==> config.mk <==
export PLATFORM = sky130hd
export DESIGN_NAME = reluctance_sensor_config
export DESIGN_NICKNAME = d
export VERILOG_FILES = /design/src/verilog/rsc_pkg.sv /design/src/verilog/rsc_level_decode.sv /design/src/verilog/reluctance_sensor_config.sv
export SDC_FILE = /design/constraint.sdc
export NUM_CORES = 1
export LEC_CHECK = 0
export BUFFER_PORTS_ARGS = -buffer_cell sky130_fd_sc_hd__buf_4
export CORE_ASPECT_RATIO = 2
export CORE_UTILIZATION = 50
export CTS_BUF_LIST = sky130_fd_sc_hd__clkbuf_8
export DETAILED_ROUTE_END_ITERATION = 6
export PLACE_DENSITY = 0.8
export SETUP_SLACK_MARGIN = 0.3
export SLEW_MARGIN = 20
export SYNTH_ARGS = -nofsm -noshare
export SYNTH_HDL_FRONTEND = slang
export SYNTH_SLANG_ARGS = --single-unit
==> constraint.sdc <==
create_clock -name clk -period 1.99 [get_ports clk]
set_clock_uncertainty 0.2 [all_clocks]
set_input_delay 0.398 -clock clk [delete_from_list [all_inputs] [get_ports clk]]
set_output_delay 0.398 -clock clk [all_outputs]
set_load 0.005 [all_outputs]
==> src/verilog/rsc_pkg.sv <==
// Constants and types for the reluctance sensor configuration block.
// Assumes a 10 MHz clock and a register port driven by the serial front end.
//
// Behaviour
// - Fault class reported at bits 14:13.
// - Bit 10 set clears fault flags after read.
// - Bit 9 forces minimum hysteresis in limited mode.
// - Bit 8 selects limited or fully adaptive.
// - Bits 7:6 enable auto filter and hysteresis.
// - Bits 5:3 pick hysteresis level or off.
// - Bit 1 picks filtered or direct feedback.
// - Bit 0 picks falling-edge mask or filter.
package rsc_pkg;
    // ==========================================================
    // Register address and field positions
    localparam logic [7:0] RSC_CTRL_ADDR = 8'h51;
    localparam int RSC_FAULT_HI = 14;
    localparam int RSC_FAULT_LO = 13;
    localparam int RSC_DOUBLE_EDGE = 11;
    localparam int RSC_FLAG_CLR = 10;
    localparam int RSC_HYST_FORCE = 9;
    localparam int RSC_ADAPT_SEL = 8;
    localparam int RSC_MODE_HI = 7;
    localparam int RSC_MODE_LO = 6;
    localparam int RSC_LEVEL_HI = 5;
    localparam int RSC_LEVEL_LO = 3;
    localparam int RSC_DIAG_EN = 2;
    localparam int RSC_FB_SRC = 1;
    localparam int RSC_FE_SEL = 0;
    // Writable bits 11:0 (bit 12 reserved, 14:13 read only)
    localparam logic [15:0] RSC_WR_MASK = 16'h0fff;
    localparam logic [15:0] RSC_RESET_VAL = 16'h0000;
    // ==========================================================
    // Fault codes
    localparam logic [1:0] RSC_FLT_NONE = 2'h0;
    localparam logic [1:0] RSC_FLT_GND = 2'h1;
    localparam logic [1:0] RSC_FLT_OPEN = 2'h2;
    localparam logic [1:0] RSC_FLT_BAT = 2'h3;
    // Hysteresis level codes
    localparam logic [2:0] RSC_LVL_OFF = 3'h7;
    localparam logic [2:0] RSC_LVL_ALT = 3'h6;
    localparam logic [2:0] RSC_LVL_DEF = 3'h0;
    localparam logic [2:0] RSC_LVL_THREE = 3'h3;
    localparam logic [2:0] RSC_LVL_ONE = 3'h1;
    // ==========================================================
    // Decoded analog-side controls
    typedef struct packed {
        logic hystOff;      // Hysteresis disabled
        logic [2:0] level;  // Level 1..5 (0 when off)
        logic autoFilter;
        logic autoHyst;
        logic fullyAdaptive;
        logic feedbackFiltered;
        logic fallingFilter;
        logic doubleEdge;
        logic diagEnable;
    } rsc_ctrl_t;
endpackage

==> src/verilog/rsc_level_decode.sv <==
// Hysteresis level decoder for the reluctance sensor config block.
// Pure logic; the variant strap arrives already synchronised.
`timescale 1ns/1ps
module rsc_level_decode import rsc_pkg::*; (
    // Inputs
    input wire logic [2:0] levelCode,
    input wire logic variantB,
    // Outputs
    output logic [2:0] level,
    output logic hystOff
);
    // ==========================================================
    // Map code to level; default codes depend on variant
    always_comb begin
        hystOff = 1'b0;
        level = levelCode;
        case (levelCode)
            RSC_LVL_OFF: begin
                hystOff = 1'b1;
                level = 3'h0;
            end
            RSC_LVL_DEF, RSC_LVL_ALT: begin
                level = variantB ? RSC_LVL_ONE : RSC_LVL_THREE;
            end
            default: begin
                level = levelCode;
            end
        endcase
    end
endmodule // rsc_level_decode

==> src/verilog/reluctance_sensor_config.sv <==
// Control/status register of the reluctance sensor input stage.
// Assumes the serial front end gives one-cycle read and write strobes
// with an 8-bit address on clk; fault detector inputs are asynchronous.
`timescale 1ns/1ps
module reluctance_sensor_config import rsc_pkg::*; (
    // Clock and resets
    input wire logic clk,
    input wire logic rst_n,
    input wire logic softResetReq,
    // Register port
    input wire logic [7:0] regAddr,
    input wire logic regWr,
    input wire logic regRd,
    input wire logic [15:0] regWdata,
    output logic [15:0] regRdata,
    // Analog side
    input wire logic [1:0] faultDetect,
    input wire logic variantB,
    input wire logic hystBelowMin,
    output rsc_ctrl_t ctrlOut,
    output logic hystForcePulse
);
    // ==========================================================
    // Storage
    logic [11:0] cfg_reg;        // Writable bits 11:0
    logic [1:0] fault_reg;       // Sticky fault class
    logic [1:0] fltSync1_reg;    // Synchroniser stage one
    logic [1:0] fltSync2_reg;    // Synchroniser stage two
    logic variantSync1_reg;      // Strap stage one
    logic variantSync2_reg;      // Strap stage two
    logic [2:0] level;           // Decoded threshold level
    logic hystOff;               // Decoded hysteresis off
    logic hit;                   // Access targets this register
    logic [1:0] faultNow;        // Settled detector class

    // Address match shared by read, write and force paths
    assign hit = (regAddr == RSC_CTRL_ADDR);
    // Only stage two feeds logic; stage one may still be settling
    assign faultNow = fltSync2_reg;

    // ==========================================================
    // Synchronise the asynchronous detector and strap
    always_ff @(posedge clk) begin
        if (!rst_n) begin
            fltSync1_reg <= 2'h0;
            fltSync2_reg <= 2'h0;
            variantSync1_reg <= 1'b0;
            variantSync2_reg <= 1'b0;
        end else begin
            fltSync1_reg <= faultDetect;
            fltSync2_reg <= fltSync1_reg;
            variantSync1_reg <= variantB;
            variantSync2_reg <= variantSync1_reg;
        end
    end

    // ==========================================================
    // Configuration bits; both resets clear them
    always_ff @(posedge clk) begin
        if (!rst_n || softResetReq) begin
            cfg_reg <= RSC_RESET_VAL[11:0];
        end else if (regWr && hit) begin
            // Reserved bit 12 and fault bits are not stored
            cfg_reg <= regWdata[11:0] & RSC_WR_MASK[11:0];
        end
    end

    // ==========================================================
    // Fault flag: set by detector while diagnostics on; a new fault
    // wins over clear-on-read in the same cycle
    always_ff @(posedge clk) begin
        if (!rst_n || softResetReq) begin
            fault_reg <= RSC_FLT_NONE;
        end else if (cfg_reg[RSC_DIAG_EN] && faultNow != RSC_FLT_NONE) begin
            fault_reg <= faultNow;
        end else if (regRd && hit && cfg_reg[RSC_FLAG_CLR]) begin
            fault_reg <= RSC_FLT_NONE;
        end
    end

    // ==========================================================
    // Read data; registered so the output is a flop
    // Other addresses read zero so a stale word never leaks out
    always_ff @(posedge clk) begin
        if (!rst_n) begin
            regRdata <= 16'h0000;
        end else if (regRd && hit) begin
            regRdata <= {1'b0, fault_reg, 1'b0, cfg_reg};
        end else if (regRd) begin
            regRdata <= 16'h0000; // Unmapped reads zero
        end
    end

    // ==========================================================
    // Level decode
    rsc_level_decode uDecode (
        .levelCode(cfg_reg[RSC_LEVEL_HI:RSC_LEVEL_LO]),
        .variantB(variantSync2_reg),
        .level(level),
        .hystOff(hystOff)
    );

    // ==========================================================
    // Registered analog controls
    always_ff @(posedge clk) begin
        if (!rst_n) begin
            ctrlOut <= '0;
        end else begin
            ctrlOut.hystOff <= hystOff;
            ctrlOut.level <= level;
            ctrlOut.autoFilter <= cfg_reg[RSC_MODE_HI];
            ctrlOut.autoHyst <= cfg_reg[RSC_MODE_LO];
            ctrlOut.fullyAdaptive <= cfg_reg[RSC_ADAPT_SEL];
            ctrlOut.feedbackFiltered <= cfg_reg[RSC_FB_SRC];
            ctrlOut.fallingFilter <= cfg_reg[RSC_FE_SEL];
            ctrlOut.doubleEdge <= cfg_reg[RSC_DOUBLE_EDGE];
            ctrlOut.diagEnable <= cfg_reg[RSC_DIAG_EN];
        end
    end

    // ==========================================================
    // Force pulse: write of bit 9 in limited mode snaps threshold
    // to minimum; the write itself is the event, the stored bit 9 drives nothing
    always_ff @(posedge clk) begin
        if (!rst_n) begin
            hystForcePulse <= 1'b0;
        end else begin
            hystForcePulse <= regWr && hit && regWdata[RSC_HYST_FORCE]
                && !regWdata[RSC_ADAPT_SEL];
        end
    end

    // ==========================================================
    // Checks: force pulse
    // Pulse follows the written data, not the stored bit 8
    chk_force_pulse: assert property (@(posedge clk) disable iff (!rst_n)
        (regWr && hit && regWdata[9] && !regWdata[8]) |=> hystForcePulse)
        else $error("force pulse missing");

    // Fully adaptive writes must never snap the threshold
    chk_force_full: assert property (@(posedge clk) disable iff (!rst_n)
        (regWr && hit && regWdata[8]) |=> !hystForcePulse)
        else $error("force in fully adaptive mode");

    // A pulse always has its own write one cycle before
    chk_force_cause: assert property (@(posedge clk) disable iff (!rst_n)
        hystForcePulse |-> $past(regWr && hit && regWdata[9] && !regWdata[8]))
        else $error("force pulse without write");

    // ==========================================================
    // Checks: fault flag
    // Clear-on-read empties the flag unless a new fault lands
    chk_clear_read: assert property (@(posedge clk) disable iff (!rst_n)
        (regRd && hit && cfg_reg[10] && !(cfg_reg[2] && faultNow != 2'h0)
        && !softResetReq) |=> fault_reg == 2'h0)
        else $error("flag not cleared on read");

    // Without clear-on-read and no new fault the flag holds, reads too
    chk_keep_read: assert property (@(posedge clk) disable iff (!rst_n)
        (!cfg_reg[10] && !(cfg_reg[2] && faultNow != 2'h0) && !softResetReq
        && !$past(softResetReq)) |=> $stable(fault_reg))
        else $error("fault changed without cause");

    // Read word carries the flag as it stood at the read edge
    chk_read_fault: assert property (@(posedge clk) disable iff (!rst_n)
        (regRd && hit) |=> regRdata[14:13] == $past(fault_reg))
        else $error("fault field wrong");

    // Detector class is latched while diagnostics run
    chk_diag_set: assert property (@(posedge clk) disable iff (!rst_n)
        (cfg_reg[2] && faultNow != 2'h0 && !softResetReq) |=> fault_reg == $past(faultNow))
        else $error("fault not captured");

    // Normal mode never picks up a detector class
    chk_diag_off: assert property (@(posedge clk) disable iff (!rst_n)
        (!cfg_reg[2] && !(regRd && hit && cfg_reg[10]) && !softResetReq)
        |=> $stable(fault_reg))
        else $error("fault latched in normal mode");

    // ==========================================================
    // Checks: configuration storage
    // Soft reset clears fields and flag in one edge
    chk_soft_clear: assert property (@(posedge clk) disable iff (!rst_n)
        softResetReq |=> (cfg_reg == 12'h000 && fault_reg == 2'h0))
        else $error("soft reset did not clear");

    // A write here stores its low twelve bits
    chk_write_store: assert property (@(posedge clk) disable iff (!rst_n)
        (regWr && hit && !softResetReq) |=> cfg_reg == $past(regWdata[11:0]))
        else $error("write not stored");

    // Anything but a write here or a reset leaves the fields alone
    chk_other_addr: assert property (@(posedge clk) disable iff (!rst_n)
        (!(regWr && hit) && !softResetReq) |=> $stable(cfg_reg))
        else $error("fields changed without write");

    // ==========================================================
    // Checks: analog controls
    // Mode bits reach the analog side one cycle after storage
    chk_mode_out: assert property (@(posedge clk) disable iff (!rst_n)
        ##1 {ctrlOut.autoFilter, ctrlOut.autoHyst} == $past(cfg_reg[7:6]))
        else $error("mode bits not forwarded");

    // Code seven turns hysteresis off
    chk_off_code: assert property (@(posedge clk) disable iff (!rst_n)
        (cfg_reg[5:3] == 3'h7) |=> ctrlOut.hystOff)
        else $error("hysteresis not off");

    // Codes one to five give their own level
    chk_level_code: assert property (@(posedge clk) disable iff (!rst_n)
        (cfg_reg[5:3] != 3'h0 && cfg_reg[5:3] < 3'h6)
        |=> (ctrlOut.level == $past(cfg_reg[5:3]) && !ctrlOut.hystOff))
        else $error("level code not forwarded");

    // Default codes follow the variant strap
    chk_level_default: assert property (@(posedge clk) disable iff (!rst_n)
        (cfg_reg[5:3] == 3'h0 || cfg_reg[5:3] == 3'h6)
        |=> ctrlOut.level == ($past(variantSync2_reg) ? 3'h1 : 3'h3))
        else $error("default level wrong for variant");

    // Feedback source and falling-edge choice forwarded
    chk_fb_edge: assert property (@(posedge clk) disable iff (!rst_n)
        ##1 (ctrlOut.feedbackFiltered == $past(cfg_reg[1])
        && ctrlOut.fallingFilter == $past(cfg_reg[0])))
        else $error("feedback or edge bit wrong");

    // Main scenarios reached
    cov_write: cover property (@(posedge clk) regWr && hit);
    cov_fault: cover property (@(posedge clk) fault_reg == 2'h3);
    cov_clear: cover property (@(posedge clk) fault_reg != 2'h0 ##1 fault_reg == 2'h0);
    cov_force: cover property (@(posedge clk) hystForcePulse);
    cov_keep: cover property (@(posedge clk) fault_reg != 2'h0 && regRd && hit && !cfg_reg[10]);
endmodule // reluctance_sensor_config

* Word level (Yosys, flattened, before mapping)
Index checks and enable logic that the tools add are counted.
Word-level totals: register bits after elaboration 46, logic and storage cells 41, bits of input ports 33, output and inout bits 28
Cells by class: mux-type cells 7, reductions and logical operators 14, equality and inequality tests 3
Operators by type and width (number):
- 15-bit two-way mux | 2
- 8-bit by 7-bit == test with 1-bit output, second input constant | 1
- 3-bit == test, second input constant | 2
- 1-bit logical AND | 6
- 2-bit two-way mux | 3
- 3-bit one-hot mux with 2 select lines | 1
- 2-bit nonzero test | 3
- 3-bit logical NOT | 1
- 1-bit logical NOT | 2
- 2-bit OR reduction | 1
- 1-bit logical OR | 1
- 1-bit two-way mux | 1

* Depth between registers and ports, before layout
word-level depth 5, mapped depth 5, depth with buffers taken out 3

* By module
Synthesis repeated with hierarchy kept, for this count alone.
Unflattened totals: cell total of the unflattened synthesis 153, area total of the unflattened synthesis 1605.3 µm²
By module, submodules not included:
- reluctance_sensor_config | area each 1554.0 µm², cells an instance 145, seq. area each 920.9 µm², instances 1
- rsc_level_decode | area each 51.3 µm², cells an instance 8, seq. area each 0.0 µm², instances 1

* Worst setup path after synthesis
No wires, ideal clock.
path kind input to register, from input regAddr[1], to register fault_reg[1], setup time 0.129 ns, path buffers 0, data required time 1.661 ns, data arrival time 1.226 ns, stages on the path 3, slack 0.435 ns, cell sequence or4b_1 nor3_2 o22ai_1
On the way: word-level cells in the longest chain between the ends 4
Ends and longest elaborated chain:
- start, declared | line reluctance_sensor_config.sv:11 | input wire logic [7:0] regAddr,
- 8-bit by 7-bit == test with 1-bit output | line reluctance_sensor_config.sv:37 | assign hit = (regAddr == RSC_CTRL_ADDR);
- 1-bit logical AND (2 in series) | line reluctance_sensor_config.sv:76 | end else if (regRd && hit && cfg_reg[RSC_FLAG_CLR]) begin
- 2-bit nonzero test (no line)
- end signal, assigned | line reluctance_sensor_config.sv:75 | fault_reg <= faultNow;
- end, declared | line reluctance_sensor_config.sv:26 | logic [1:0] fault_reg;
Every way passes these cells. A chain may end at the register's enable or synchronous reset.

* Worst setup path in the final report
Same ends and word-level chain as after synthesis.

==> results.sh <==
export IMPL_status="finished, final reports clean"
export IMPL_cp_required_ps=1970
export IMPL_core_um2=3380
export IMPL_grt_max_degree=34
export IMPL_nets=263
export IMPL_vias=1394
export IMPL_io_pins=61
export IMPL_cp_max_fo=3
export IMPL_drv_slew=0
export IMPL_drtAntennaViolNets=0
export IMPL_cts_tree="yes"
export IMPL_dr_wl_met2_um=1770
export IMPL_die_area_um2=3790
export IMPL_met3_wirelength_um=158
export IMPL_ys_seq_area_share_pct=52.1
export IMPL_viasPerCell=5.30
export IMPL_num_rows=30
export IMPL_syn_to_final_growth_pct=28.7
export IMPL_synthCells=180
export IMPL_crit_type="in -> reg"
export IMPL_place_ws_ps=196
export IMPL_hold_buffers=0
export IMPL_diodes=0
export IMPL_critical_path_arrival_ps=1430
export IMPL_grt_pass1_wl_um=5550
export IMPL_clock_sinks=46
export IMPL_first_iter_violations=34
export IMPL_htreeDepth=2
export IMPL_cts_buffer_depth=2
export IMPL_yosys_warnings=0
export IMPL_start_kind="input port"
export IMPL_power_leakage_nw=1.00
export IMPL_layout_drive_gt1_share_pct=30.7
export IMPL_ys_ff_latch=46
export IMPL_clkSlewWorstSetupHoldPaths_ps=90
export IMPL_postPlaceCellArea_um2=2160
export IMPL_initial_core_util_pct=52.3
export IMPL_met1Wirelength_um=1300
export IMPL_grt_overflow=0
export IMPL_cp_end_kind="flip-flop"
export IMPL_yosys_cell_types_count=28
export IMPL_grt_total_usage_pct=19.4
export IMPL_max_cap_violations=0
export IMPL_dr_pass1_iters=6
export IMPL_finalSetupTns_ps=0
export IMPL_powerDensity_nw_per_um2=750
export IMPL_cts_made_buffers=5
export IMPL_finalSetupViolCount=0
export IMPL_grt_pass1_vias=1258
export IMPL_antenna_found_initial=0
export IMPL_fmax_mhz=688
export IMPL_clock_latency_ps=290
export IMPL_min_period_over_period_pct=73.1
export IMPL_final_area_um2=2270
export IMPL_die_w_um=44.0
export IMPL_dp_hpwl_um=2290
export IMPL_drc_errors=0
export IMPL_top_layer="met4"
export IMPL_rsz0062_at_grt="no"
export IMPL_synth_area_um2=1770
export IMPL_total_power_w=0.00171
export IMPL_fin_crit_ps=1450
export IMPL_ctsResizeCount=0
export IMPL_cts_setup_buffers=0
export IMPL_largest_reg_flops=14
export IMPL_finalHoldViolations=0
export IMPL_hp_class="in -> reg"
export IMPL_max_vdd_ir_drop_uv=499
export IMPL_route_detailed_wl_per_inst_um=12.7
export IMPL_port_buffers=53
export IMPL_cts_root_buf="clkbuf_8"
export IMPL_routed_wl_um=3350
export IMPL_die_h_um=86.1
export IMPL_final_setup_worst_slack_ps=536
export IMPL_routabilityCongestion=0.713
export IMPL_syn_area_per_cell_um2=9.81
## critical path: stages
cell     delay, ps
buf_4          120
or4b_1         530
nor3_2         260
o22ai_1        120
## area by class of cell
type / count / area, um2
sequential: 46 / 921
multi-input combinational: 119 / 772
clock buffer: 5 / 68.8
inverter: 1 / 3.75
timing repair buffer: 57 / 428
tap: 32 / 40.0
fill: 294 / 1100
clock inverter: 3 / 40.0
## cells in the final DEF, fill, tap and decap left out, types with 3 or more instances in the layout
cell,n
mux2i_1,12
dfxtp_1,46
and2_1,14
buf_4,57
clkbuf_8,5
nand2b_1,14
nand4_1,13
a21boi_1,13
nand2_1,30
nor2_1,3
nand3_1,3
## where the power goes
group / leakage, nW / total (W) / switching [W] / internal [W]
Combinational: 0.572 / 0.000105 / 0.0000468 / 0.0000587
Sequential: 0.372 / 0.000930 / 0.00000211 / 0.000928
Clock: 0.0579 / 0.000670 / 0.000301 / 0.000370
## cell usage after synthesis
master / n / area (um2)
dfxtp_1: 46 / 921
nand2_1: 30 / 113
and2_1: 14 / 87.6
nand2b_1: 14 / 87.6
a21boi_1: 13 / 97.6
nand4_1: 13 / 81.3
mux2i_1: 12 / 120
clkbuf_1: 7 / 26.3
buf_2: 4 / 20.0
nand3_1: 3 / 15.0
nor2_1: 3 / 11.3
buf_4: 2 / 15.0
nor2b_1: 2 / 12.5
nor3_2: 2 / 20.0
o22ai_1: 2 / 12.5
and4bb_2: 1 / 12.5
buf_1: 1 / 3.75
buf_6: 1 / 11.3
conb_1: 1 / 3.75
inv_1: 1 / 3.75
maj3_1: 1 / 10.0
nand3_2: 1 / 10.0
nor4b_4: 1 / 23.8
o211a_1: 1 / 10.0
o21a_1: 1 / 7.51
or4b_1: 1 / 10.0
or4bb_1: 1 / 11.3
xnor2_1: 1 / 8.76
## worst paths after layout
| check | start | to | slack [ps] | cells after the start |
|---|---|---|---|---|
| setup reg to reg | cfg_reg[3]$_SDFFE_PP0P_ | ctrlOut[8]$_SDFF_PN0_ | 670 | 3 |
| hold reg to reg | variantSync1_reg$_SDFF_PN0_ | variantSync2_reg$_SDFF_PN0_ | 240 | 1 |
| hold / removal | regWdata[8] | hystForcePulse$_SDFF_PN0_ | 70 | 2 |
| setup / recovery | regAddr[1] | fault_reg[1]$_SDFFE_PP0P_ | 540 | 4 |
## per-layer routing
metal	vias to the layer above	GRT usage (%)
met3	11	4.42
li1	695	-
met5	-	0
met4	0	11.0
met2	51	31.3
met1	637	22.9
## through the flow
step | hold WS [ps] | instances | utilization, %
CTS | 61.4 | 263 | 67.3
detailed placement | 225 | 255 | 64.1
global placement | 221 | 255 | 64.1
global route | 65.3 | 263 | 67.3
floorplan | 212 | 181 | -
finish | 68.5 | 263 | 67.3
## kinds of logic (layout without fill, tap and decap cells)
family / after synthesis / in the layout / synth area share (%)
AOI/OAI and AO/OA: 17 / 17 / 7.22
xor gates and xnor gates: 1 / 1 / 0.496
adders and majority gates: 1 / 1 / 0.567
buffers and inverters: 16 / 66 / 4.53
DFF: 46 / 46 / 52.1
muxes: 12 / 12 / 6.80
other: 1 / 2 / 0.212
and+or+nand+nor: 86 / 86 / 28.0
(Power assumes the default switching activity.)
